## src/design/esg_defs.svh

```systemverilog
`ifndef ESG_DEFS_SVH
`define ESG_DEFS_SVH

// register byte offsets
`define ESG_MODE_OFF    12'h000
`define ESG_NOUT_OFF    12'h004
`define ESG_TLEN_OFF    12'h008
`define ESG_LITER_OFF   12'h00C
`define ESG_STAT_OFF    12'h010
`define ESG_TBL_BASE    12'h020
`define ESG_TBL_LAST    12'h03C

// field positions
`define ESG_MODE_BIT    0
`define ESG_NOUT_LSB    0
`define ESG_TLEN_LSB    0
`define ESG_LITER_LSB   0
`define ESG_STAT_PAT_LSB  0
`define ESG_STAT_CNT_LSB  8
`define ESG_STAT_NXT_LSB  16

// reset values
`define ESG_NOUT_RST    4'h2
`define ESG_TLEN_RST    5'h02
`define ESG_LITER_RST   9'h001
`define ESG_TBL_RST     16'hFFFF

// legal ranges
`define ESG_NOUT_MIN    4'h2
`define ESG_TLEN_MIN    5'h02
`define ESG_LITER_MIN   9'h001
`define ESG_LITER_MAX   9'h100

`endif

```

## src/design/esg_pkg.sv

```systemverilog
package esg_pkg;

   localparam int ESG_MAX_OUT = 8;
   localparam int ESG_MAX_TBL = 16;

   typedef enum logic {
      ESG_MODE_COUNT = 1'b0,
      ESG_MODE_TABLE = 1'b1
   } esg_mode_t;

   typedef struct packed {
      esg_mode_t                                 mode;
      logic [3:0]                                nout;
      logic [4:0]                                tlen;
      logic [8:0]                                liter;
      logic [ESG_MAX_OUT-1:0][ESG_MAX_TBL-1:0]   tbl;
      logic [31:0]                               prdata;
      logic                                      slverr;
   } esg_cfg_t;

   typedef struct packed {
      logic [7:0] cnt;
      logic [3:0] nxt;
      logic [7:0] pat;
      logic       vld;
   } esg_eng_t;

endpackage : esg_pkg

```

## src/design/esg_if.sv

```systemverilog
`timescale 1ns/1ps
interface esg_if;
   import esg_pkg::*;

   esg_mode_t                                mode;
   logic [3:0]                               nout;
   logic [4:0]                               tlen;
   logic [8:0]                               liter;
   logic [ESG_MAX_OUT-1:0][ESG_MAX_TBL-1:0]  tbl;
   logic [7:0]                               mask;
   logic [7:0]                               pat;
   logic                                     vld;
   logic [7:0]                               cnt;
   logic [3:0]                               nxt;

   modport cfg (output mode, nout, tlen, liter, tbl, input mask, pat, vld, cnt, nxt);
   modport eng (input mode, nout, tlen, liter, tbl, output mask, pat, vld, cnt, nxt);
endinterface : esg_if

```

## src/design/esg_top.sv

```systemverilog
`timescale 1ns/1ps
`include "esg_defs.svh"
module esg_top
   import esg_pkg::*;
#(
   parameter int N_OUT     = 8,
   parameter int TBL_DEPTH = 16
)(
   input  wire logic        pclk,
   input  wire logic        presetn,
   input  wire logic        psel,
   input  wire logic        penable,
   input  wire logic        pwrite,
   input  wire logic [11:0] paddr,
   input  wire logic [31:0] pwdata,
   output logic             pready,
   output logic [31:0]      prdata,
   output logic             pslverr,
   input  wire logic        short_press,
   input  wire logic        long_press,
   output logic [7:0]       cmd_pattern,
   output logic             cmd_valid,
   output logic [7:0]       cmd_enable
);

   if (N_OUT < 2 || N_OUT > ESG_MAX_OUT) begin : g_chk_out
      $error("esg_top: N_OUT must lie in 2..8");
   end
   if (TBL_DEPTH < 2 || TBL_DEPTH > ESG_MAX_TBL) begin : g_chk_tbl
      $error("esg_top: TBL_DEPTH must lie in 2..16");
   end

   localparam logic [3:0] NOUT_MAX = 4'(N_OUT);
   localparam logic [4:0] TLEN_MAX = 5'(TBL_DEPTH);

   esg_if    eif ();
   esg_cfg_t c_q;
   esg_cfg_t c_d;
   logic     setup;
   logic     wr_acc;
   logic     tbl_hit;
   logic [2:0] tbl_sel;
   logic [3:0] wr_nout;
   logic [4:0] wr_tlen;
   logic [8:0] wr_liter;

   esg_engine u_eng (
      .pclk        (pclk),
      .presetn     (presetn),
      .short_press (short_press),
      .long_press  (long_press),
      .e           (eif.eng)
   );

   assign setup    = psel && !penable;
   // writes land only at the completing edge of the access phase
   assign wr_acc   = psel && penable && pwrite && !c_q.slverr;
   assign tbl_hit  = (paddr >= `ESG_TBL_BASE) && (paddr <= `ESG_TBL_LAST) && (paddr[1:0] == 2'b00);
   assign tbl_sel  = 3'(paddr[4:2]);
   assign wr_nout  = pwdata[`ESG_NOUT_LSB +: 4];
   assign wr_tlen  = pwdata[`ESG_TLEN_LSB +: 5];
   assign wr_liter = pwdata[`ESG_LITER_LSB +: 9];

   always_comb begin
      c_d = c_q;
      if (setup) begin
         // read data and error are settled in setup so the access phase completes without wait
         c_d.prdata = 32'h0000_0000;
         c_d.slverr = 1'b0;
         case (paddr)
            `ESG_MODE_OFF:  c_d.prdata[`ESG_MODE_BIT] = c_q.mode;
            `ESG_NOUT_OFF:  c_d.prdata[`ESG_NOUT_LSB +: 4] = c_q.nout;
            `ESG_TLEN_OFF:  c_d.prdata[`ESG_TLEN_LSB +: 5] = c_q.tlen;
            `ESG_LITER_OFF: c_d.prdata[`ESG_LITER_LSB +: 9] = c_q.liter;
            `ESG_STAT_OFF: begin
               c_d.prdata[`ESG_STAT_PAT_LSB +: 8] = eif.pat;
               c_d.prdata[`ESG_STAT_CNT_LSB +: 8] = eif.cnt;
               c_d.prdata[`ESG_STAT_NXT_LSB +: 4] = eif.nxt;
               c_d.slverr = pwrite;
            end
            default: begin
               // compare at four bits: eight outputs would not fit the three-bit column index
               if (tbl_hit && ({1'b0, tbl_sel} < NOUT_MAX)) begin
                  c_d.prdata[15:0] = c_q.tbl[tbl_sel];
               end else begin
                  c_d.slverr = 1'b1;
               end
            end
         endcase
      end else if (wr_acc) begin
         case (paddr)
            `ESG_MODE_OFF: c_d.mode = esg_mode_t'(pwdata[`ESG_MODE_BIT]);
            `ESG_NOUT_OFF: begin
               // out-of-range values are dropped, the old setting stays
               if (wr_nout >= `ESG_NOUT_MIN && wr_nout <= NOUT_MAX && pwdata[31:4] == 28'h0) begin
                  c_d.nout = wr_nout;
               end
            end
            `ESG_TLEN_OFF: begin
               if (wr_tlen >= `ESG_TLEN_MIN && wr_tlen <= TLEN_MAX && pwdata[31:5] == 27'h0) begin
                  c_d.tlen = wr_tlen;
               end
            end
            `ESG_LITER_OFF: begin
               if (wr_liter >= `ESG_LITER_MIN && wr_liter <= `ESG_LITER_MAX && pwdata[31:9] == 23'h0) begin
                  c_d.liter = wr_liter;
               end
            end
            default: begin
               if (tbl_hit && ({1'b0, tbl_sel} < NOUT_MAX)) begin
                  c_d.tbl[tbl_sel] = pwdata[15:0];
               end
            end
         endcase
      end
   end

   always_ff @(posedge pclk or negedge presetn) begin
      if (!presetn) begin
         c_q.mode   <= ESG_MODE_COUNT;
         c_q.nout   <= `ESG_NOUT_RST;
         c_q.tlen   <= `ESG_TLEN_RST;
         c_q.liter  <= `ESG_LITER_RST;
         c_q.tbl    <= {ESG_MAX_OUT{`ESG_TBL_RST}};
         c_q.prdata <= 32'h0000_0000;
         c_q.slverr <= 1'b0;
      end else begin
         c_q <= c_d;
      end
   end

   assign eif.mode  = c_q.mode;
   assign eif.nout  = c_q.nout;
   assign eif.tlen  = c_q.tlen;
   assign eif.liter = c_q.liter;
   assign eif.tbl   = c_q.tbl;

   assign pready      = 1'b1;
   assign prdata      = c_q.prdata;
   assign pslverr     = psel && penable && c_q.slverr;
   assign cmd_pattern = eif.pat;
   assign cmd_valid   = eif.vld;
   assign cmd_enable  = eif.mask;

endmodule : esg_top

```

## src/design/esg_engine.sv

```systemverilog
`timescale 1ns/1ps
`include "esg_defs.svh"
module esg_engine
   import esg_pkg::*;
(
   input  wire logic pclk,
   input  wire logic presetn,
   input  wire logic short_press,
   input  wire logic long_press,
   esg_if.eng        e
);

   esg_eng_t   s_q;
   esg_eng_t   s_d;
   logic [3:0] nxt_ok;
   logic [3:0] lidx;
   logic [3:0] sel_idx;
   logic [3:0] sel_inc;
   logic [7:0] mask;
   logic [7:0] tbl_bit;

   // only enabled outputs take part, A is bit 0
   for (genvar o = 0; o < ESG_MAX_OUT; o++) begin : g_col
      assign mask[o]    = (4'(o) < e.nout);
      assign tbl_bit[o] = e.tbl[o][sel_idx];
   end

   // a shortened table leaves a stale pointer behind; restart rather than read unused entries
   assign nxt_ok  = ({1'b0, s_q.nxt} < e.tlen) ? s_q.nxt : 4'h0;
   assign lidx    = 4'((e.liter - `ESG_LITER_MIN) % {4'h0, e.tlen});
   assign sel_idx = long_press ? lidx : nxt_ok;
   assign sel_inc = ({1'b0, sel_idx} + 5'h01 >= e.tlen) ? 4'h0 : sel_idx + 4'h1;

   always_comb begin
      s_d     = s_q;
      s_d.vld = 1'b0;
      if (short_press || long_press) begin
         s_d.vld = 1'b1;
         if (e.mode == ESG_MODE_COUNT) begin
            // long press wins when both arrive together
            if (long_press) begin
               s_d.cnt = e.liter[7:0] & mask;
            end else begin
               s_d.cnt = (s_q.cnt + 8'h01) & mask;
            end
            s_d.pat = s_d.cnt;
         end else begin
            s_d.pat = tbl_bit & mask;
            s_d.nxt = sel_inc;
         end
      end
   end

   always_ff @(posedge pclk or negedge presetn) begin
      if (!presetn) begin
         s_q <= '0;
      end else begin
         s_q <= s_d;
      end
   end

   assign e.mask = mask;
   assign e.pat  = s_q.pat;
   assign e.vld  = s_q.vld;
   assign e.cnt  = s_q.cnt;
   assign e.nxt  = s_q.nxt;

endmodule : esg_engine

```

## config.mk

```make
export PLATFORM = sky130hd
export DESIGN_NAME = esg_top
export DESIGN_NICKNAME = d
export VERILOG_FILES = /design/src/design/esg_pkg.sv /design/src/design/esg_if.sv /design/src/design/esg_top.sv /design/src/design/esg_engine.sv
export VERILOG_INCLUDE_DIRS = /design/src /design/src/design
export SDC_FILE = /design/constraint.sdc
export NUM_CORES = 1
export LEC_CHECK = 0
export ABC_AREA = 0
export BUFFER_PORTS_ARGS = -buffer_cell sky130_fd_sc_hd__buf_2
export CORE_UTILIZATION = 35
export CTS_CLUSTER_SIZE = 14
export DETAILED_ROUTE_END_ITERATION = 10
export PLACE_DENSITY = 0.63
export SETUP_SLACK_MARGIN = 0.15
export SLEW_MARGIN = 20
export SYNTH_ARGS = -nofsm -noshare
export SYNTH_HDL_FRONTEND = slang
export SYNTH_SLANG_ARGS = --single-unit
```

## constraint.sdc

```tcl
create_clock -name pclk -period 34.2 [get_ports pclk]
set_clock_uncertainty 0.1 [all_clocks]
set_input_delay 3.42 -clock pclk [delete_from_list [all_inputs] [get_ports pclk]]
set_output_delay 3.42 -clock pclk [all_outputs]
set_load 0.05 [all_outputs]
```

# --- Word level (Yosys, flattened, before mapping) ---
# Index checks and enable logic that the tools add are counted.
word_totals:
  word_cells: 122
  inputBits: 51
  output_inout_bits: 51
  regBits: 189
classes:
  n_addsub: 4
  eq_ne: 4
  n_bitwise: 6
  order_cmp: 21
  n_div: 1
  n_mux: 36
  reduce_logical: 32
op_table:
  columns: ["op", "count"]
  rows:
  - ["bitwise mux 128 bit", 1]
  - ["binary-select mux 16 bit (select 3 bit)", 1]
  - ["demux 16 bit (select 3 bit)", 1]
  - ["two-way mux 16 bit", 3]
  - ["binary-select mux 1 bit (select 4 bit)", 8]
  - ["logical NOT 28 bit", 1]
  - ["logical NOT 27 bit", 1]
  - ["bitwise AND 8 bit", 3]
  - ["== test 12 x 4 -> 1 bit, second input constant", 2]
  - ["logical NOT 23 bit", 1]
  - ["less-than comparator 3 x 4 -> 1 bit, first input constant", 4]
  - ["two-way mux 4 bit", 4]
  - ["two-way mux 8 bit", 2]
  - ["AND reduction 4 bit", 4]
  - ["case mux 3 bit (5 select lines)", 1]
  - ["logical AND 1 bit", 14]
  - ["case mux 7 bit (2 select lines)", 1]
  - ["== test 12 x 3 -> 1 bit, second input constant", 1]
  - ["== test 12 x 5 -> 1 bit, second input constant", 1]
  - ["greater-or-equal comparator 12 x 6 -> 1 bit, second input constant", 1]
  - ["less-or-equal comparator 12 x 6 -> 1 bit, second input constant", 1]
  - ["logical NOT 12 bit", 1]
  - ["case mux 4 bit (3 select lines)", 1]
  - ["two-way mux 1 bit", 10]
  - ["other kinds (30)", 36]

# --- Logic depth before layout (Yosys ltp) ---
depth:
  word_depth: 7
  mapped_depth: 79
  depth_no_buf: 75

# --- Cells and area by module ---
# From an unflattened synthesis, not the netlist that was laid out.
unflattened:
  cells_unflattened: 1174
  hier_area_um2: 13228.9
modules_own_cells:
  columns: ["module", "cells_each", "n_inst", "seq_area_each_um2", "area_per_inst_um2"]
  rows:
  - ["esg_top", 584, 1, 4367.9, 8509.4]
  - ["esg_engine", 590, 1, 525.5, 4719.5]

# --- Worst setup path after synthesis ---
# OpenSTA, ideal clock, no wires.
synth_path:
  path_kind: "register to register"
  from: "register, netlist name eif.liter[4]"
  to: "register u_eng.s_q, in the netlist u_eng.e.nxt[3]"
  path_stages_with_launch: 69
  required_ps: 34035
  synth_period_minus_slack_ps: 15659
  setup_ps: 65
  setup_slack_ps: 18541
  n_path_buf: 4
  arrival_time_ps: 15493
  path_cell_list: "dfrtp_1 > or4_4 > o31a_1 > or2_2 > ha_1 > nor2b_1 > a21oi_1 > ha_1 > o21a_1 > nor3_1 > o32a_1 > or2_2 > ha_1 > or4b_2 > a21oi_1 > nor2_1 > ha_1 > o21ai_0 > (+33 left out) > a21o_1 > a21o_1 > nor2_1 > and3b_1 > a32o_2 > or2_4 > o311a_4 > inv_2 > buf_6 > buf_6 > buf_4 > ha_1 > ha_1 > a21o_1 > a21o_1 > a21oi_1 > o21a_1 > a22o_1"
synth_between:
  elab_chain_cells: 6
  elab_cells_between_ends: 7
  cone_classes: "add/sub: 3; div: 1; order compare: 1; mux: 2"
synth_lines:
  columns: ["item", "line_no", "source"]
  rows:
  - ["subtractor 9 x 1 -> 9 bit (no line) (*)", null, null]
  - ["modulo 9 x 5 -> 9 bit (*)", "esg_engine.sv:30", "assign lidx = 4'((e.liter - `ESG_LITER_MIN) % {4'h0, e.tlen});"]
  - ["two-way mux 4 bit (*)", "esg_engine.sv:31", "assign sel_idx = long_press ? lidx : nxt_ok;"]
  - ["adder 4 x 1 -> 5 bit", "esg_engine.sv:32", "assign sel_inc = ({1'b0, sel_idx} + 5'h01 >= e.tlen) ? 4'h0 : sel_idx + 4'h1;"]
  - ["greater-or-equal comparator 5 bit", "esg_engine.sv:32", null]
  - ["two-way mux 4 bit (*)", "esg_engine.sv:32", null]
  - ["to (signal assigned)", "esg_engine.sv:56", "s_q <= '0;"]
  - ["to (signal assigned)", "esg_engine.sv:58", "s_q <= s_d;"]
  - ["to (decl)", "esg_engine.sv:13", "esg_eng_t s_q;"]
# Mark *: on every way between the ends. The rest lies on a longest branch, timed or not.
# A chain may end at the register's enable or synchronous reset.

# --- Worst setup path in the final report ---
layout_path:
  from: "register, netlist name eif.liter[4]"
  to: "register u_eng.s_q, in the netlist u_eng.e.nxt[2]"
layout_between:
  elab_chain_cells: 6
  elab_cells_between_ends: 7
  cone_classes: "add/sub: 3; div: 1; order compare: 1; mux: 2"
layout_lines:
  columns: ["item", "line_no"]
  rows:
  - ["subtractor 9 x 1 -> 9 bit (no line) (*)", null]
  - ["modulo 9 x 5 -> 9 bit (*)", "esg_engine.sv:30"]
  - ["two-way mux 4 bit (*)", "esg_engine.sv:31"]
  - ["adder 4 x 1 -> 5 bit", "esg_engine.sv:32"]
  - ["greater-or-equal comparator 5 bit", "esg_engine.sv:32"]
  - ["two-way mux 4 bit (*)", "esg_engine.sv:32"]
# Marked as above.

==> flow_summary.toml <==
[sta]
drv_slew = 0
worst_slew_pin_slew_ps = 996.6
slew_headroom = 0.3356
setup-tns-final_ps = 0
period_minus_slack_ps = 17820
rsz0062_at_grt = "false"
fin_crit_sh = 0.5211
hold_viol_final = 0
max_freq_mhz = 56.11
setup_viol = 0

[cts]
cts_root_buffer = "clkbuf_16"
cts_tree = "done"
htreeDepth = 4
clock_sink_count = 189
path_clk_slew_ps = 70
cts_made_buffers = 17
cts_resized = 0
clk_latency_ps = 450
ctsHoldBuffers = 0
postCtsSetupBuffers = 0
clock_path_buffers = 2

[pwr]
powerDensity_nw_per_um2 = 33.68
vdd_drop_max_v = 0.00003273
leakage_nw = 6.145

[placed_design]
gp_congestion = 0.9503
place_inst = 1697
port_buffers = 88
hpwl_um = 27820

[setup_path]
crit_path_frequent_cell = "ha_1"
r2r_cells = 71
worst-endpoint-required_ps = 34440
timing.rr.end = "u_eng.e.nxt[2]$_DFFE_PN0P_"
crit_slowest_cell = "o22ai_1"
endpoint_kind = "flip-flop"
worstSetupStartpointType = "flip-flop"
r2r_start = "eif.liter[4]$_DFFE_PN0P_"
ff2ff_setup_slack_ps = 16380
crit_fanout = 22
crit_type = "reg2reg"
max_stage_delay_ps = 680
critPathArrivalTime_ps = 18060

[outcome]
outcome = "finished with violations"
violations = "design-rule violations"

[floorplan]
rows = 69
dieHeight_um = 192.6
die-area_um2 = 37090
ios = 102
core_um2 = 35660
start_util = 0.3566
fp.dieW_um = 192.6

[global_route]
grt_pass1_vias = 10030
grt_use_total = 0.2102
grt_pass1_wl_um = 58930
antenna_found_initial = 2
grt_max_degree = 77
gr-total-overflow = 0

[route]
routed-via-count = 10160
final_antenna_net_count = 0
drc = 18
wl_um = 38600
drt_iter0_drc = 1017
first_pass_iters = 9
vias_per_cell = 5.877
wl_per_cell_um = 22.33

[worst_hold_path]
hold_depth = 2
whs_endpoint = "prdata[17]$_DFFE_PN0P_"
min_from = "prdata[17]$_DFFE_PN0P_"
hp-class = "reg2reg"

[synth]
synth_area_per_cell_um2 = 10.40
synth_edf_count = 0
synth.largest_area_cell = "dfstp_2"
synth_flop_cell = "dfstp_2"
synth_commonest_cells = "mux2_2, nand2_1, dfstp_2"
yosys-top-cells-area = "dfstp_2, mux2_2, dfrtp_1, mux4_2, ha_1"
ys.warnings.count = 0
synth.distinct_cells = 88
synth-async-reset-ratio = 1.000
synth_top_area_share = 0.2707
synth_most_common_cell = "mux2_2"
ys_seq_area_frac = 0.3849
syn_area_um2 = 12710
synthCells = 1222
synth.ff_latch_count = 189

[finish]
drive_gt1_frac = 0.3896
n_antenna_cell = 0
fin_nets = 1356
fin_cells = 1729
area.growth.synth_to_final_pct = 9.921

[run]
cap_violations = 0
## state kept, by name, summed over array words and instances (netlist names)
register,count
c_q,129
eif.liter,9
eif.mode,1
eif.nout,4
eif.tlen,5
prdata,20
u_eng.e.cnt,8
u_eng.e.nxt,4
u_eng.e.pat,8
u_eng.e.vld,1
## power by group
| part | internal (mW) | leakage [nW] | total, mW | switching [mW] |
|---|---|---|---|---|
| Clock | 0.108 | 0.287 | 0.205 | 0.0970 |
| Sequential | 0.226 | 2.11 | 0.230 | 0.00341 |
| Combinational | 0.00922 | 3.75 | 0.0366 | 0.0273 |
## worst max path at each step
| stage | end | slack [ps] | start |
|---|---|---|---|
| floorplan | u_eng.e.nxt[3]$_DFFE_PN0P_ | 18540 | eif.liter[4]$_DFFE_PN0P_ |
| global placement | u_eng.e.nxt[2]$_DFFE_PN0P_ | 17150 | eif.liter[6]$_DFFE_PN0P_ |
| detailed placement | u_eng.e.nxt[2]$_DFFE_PN0P_ | 16630 | eif.liter[6]$_DFFE_PN0P_ |
| CTS | u_eng.e.nxt[2]$_DFFE_PN0P_ | 16540 | eif.liter[6]$_DFFE_PN0P_ |
| global route | u_eng.e.nxt[2]$_DFFE_PN0P_ | 15080 | eif.liter[4]$_DFFE_PN0P_ |
| finish | u_eng.e.nxt[2]$_DFFE_PN0P_ | 16380 | eif.liter[4]$_DFFE_PN0P_ |
## stage by stage
| stage | total power, mW | setup WS (ps) | hold slack, ps | cell area (µm²) | util |
|---|---|---|---|---|---|
| floorplan | 0.2532 | 18540 | 340.0 | 12750 | - |
| CTS | 0.4724 | 16540 | 375.0 | 13970 | 0.3917 |
| global placement | 0.2688 | 17150 | 350.3 | 13370 | 0.3749 |
| finish | 0.4706 | 16380 | 367.5 | 13970 | 0.3919 |
| detailed placement | 0.2691 | 16630 | 359.6 | 13370 | 0.3749 |
| global route | 0.4846 | 15080 | 398.4 | 13970 | 0.3919 |
## layout by cell type, fill, tap and decap left out, drive strengths merged, types with 14 or more instances in the layout
master  count
nand2     140
nor2       64
nor3       29
ha         49
o211ai     14
a21o       21
mux4       32
clkbuf     18
dfstp     131
xnor2      18
o21ai      61
nand3      18
a21oi      52
mux2i      28
nor4       14
inv        44
dfrtp      58
mux2      163
buf       103
## final cells by class
cell class / instances / area, µm²
Multi-Input combinational cell: 907 / 7208
Timing Repair Buffer: 103 / 559.3
Fill cell: 3435 / 21680
Clock buffer: 18 / 450.4
Tap cell: 461 / 576.8
Inverter: 37 / 138.9
Sequential cell: 189 / 4893
Clock inverter: 14 / 147.6
## per-layer routing
layer | vias to the layer above | track usage | part of all wire | wire (µm)
met5 | - | 0 | 0.00060 | 23
met4 | 4 | 0.07874 | 0.027 | 1034
met3 | 78 | 0.04983 | 0.082 | 3163
met2 | 471 | 0.3295 | 0.47 | 18000
met1 | 5066 | 0.2795 | 0.42 | 16380
li1 | 4542 | - | - | -
## kinds of logic (layout without fill, tap and decap cells)
| family | Yosys count | count (layout) | share of synthesized area |
|---|---|---|---|
| DFF | 189 | 189 | 0.3849 |
| and+or+nand+nor | 337 | 337 | 0.1251 |
| muxes | 223 | 223 | 0.2234 |
| AOI/OAI and AO/OA | 257 | 257 | 0.1425 |
| buffers and inverters | 137 | 172 | 0.05511 |
| xor gates and xnor gates | 27 | 27 | 0.01860 |
| adders and majority gates | 50 | 50 | 0.04980 |
| other | 2 | 13 | 0.0005907 |
## worst max-delay path, delay by kind of cell, from the launching register on
kind	cells	cell delay, ps
AOI/OAI and AO/OA	35	7710
and+or+nand+nor	18	4190
adders and majority gates	10	3120
muxes	4	1250
buffers and inverters	3	680
DFF	1	460
xor gates and xnor gates	1	170
(Power assumes the default switching activity.)
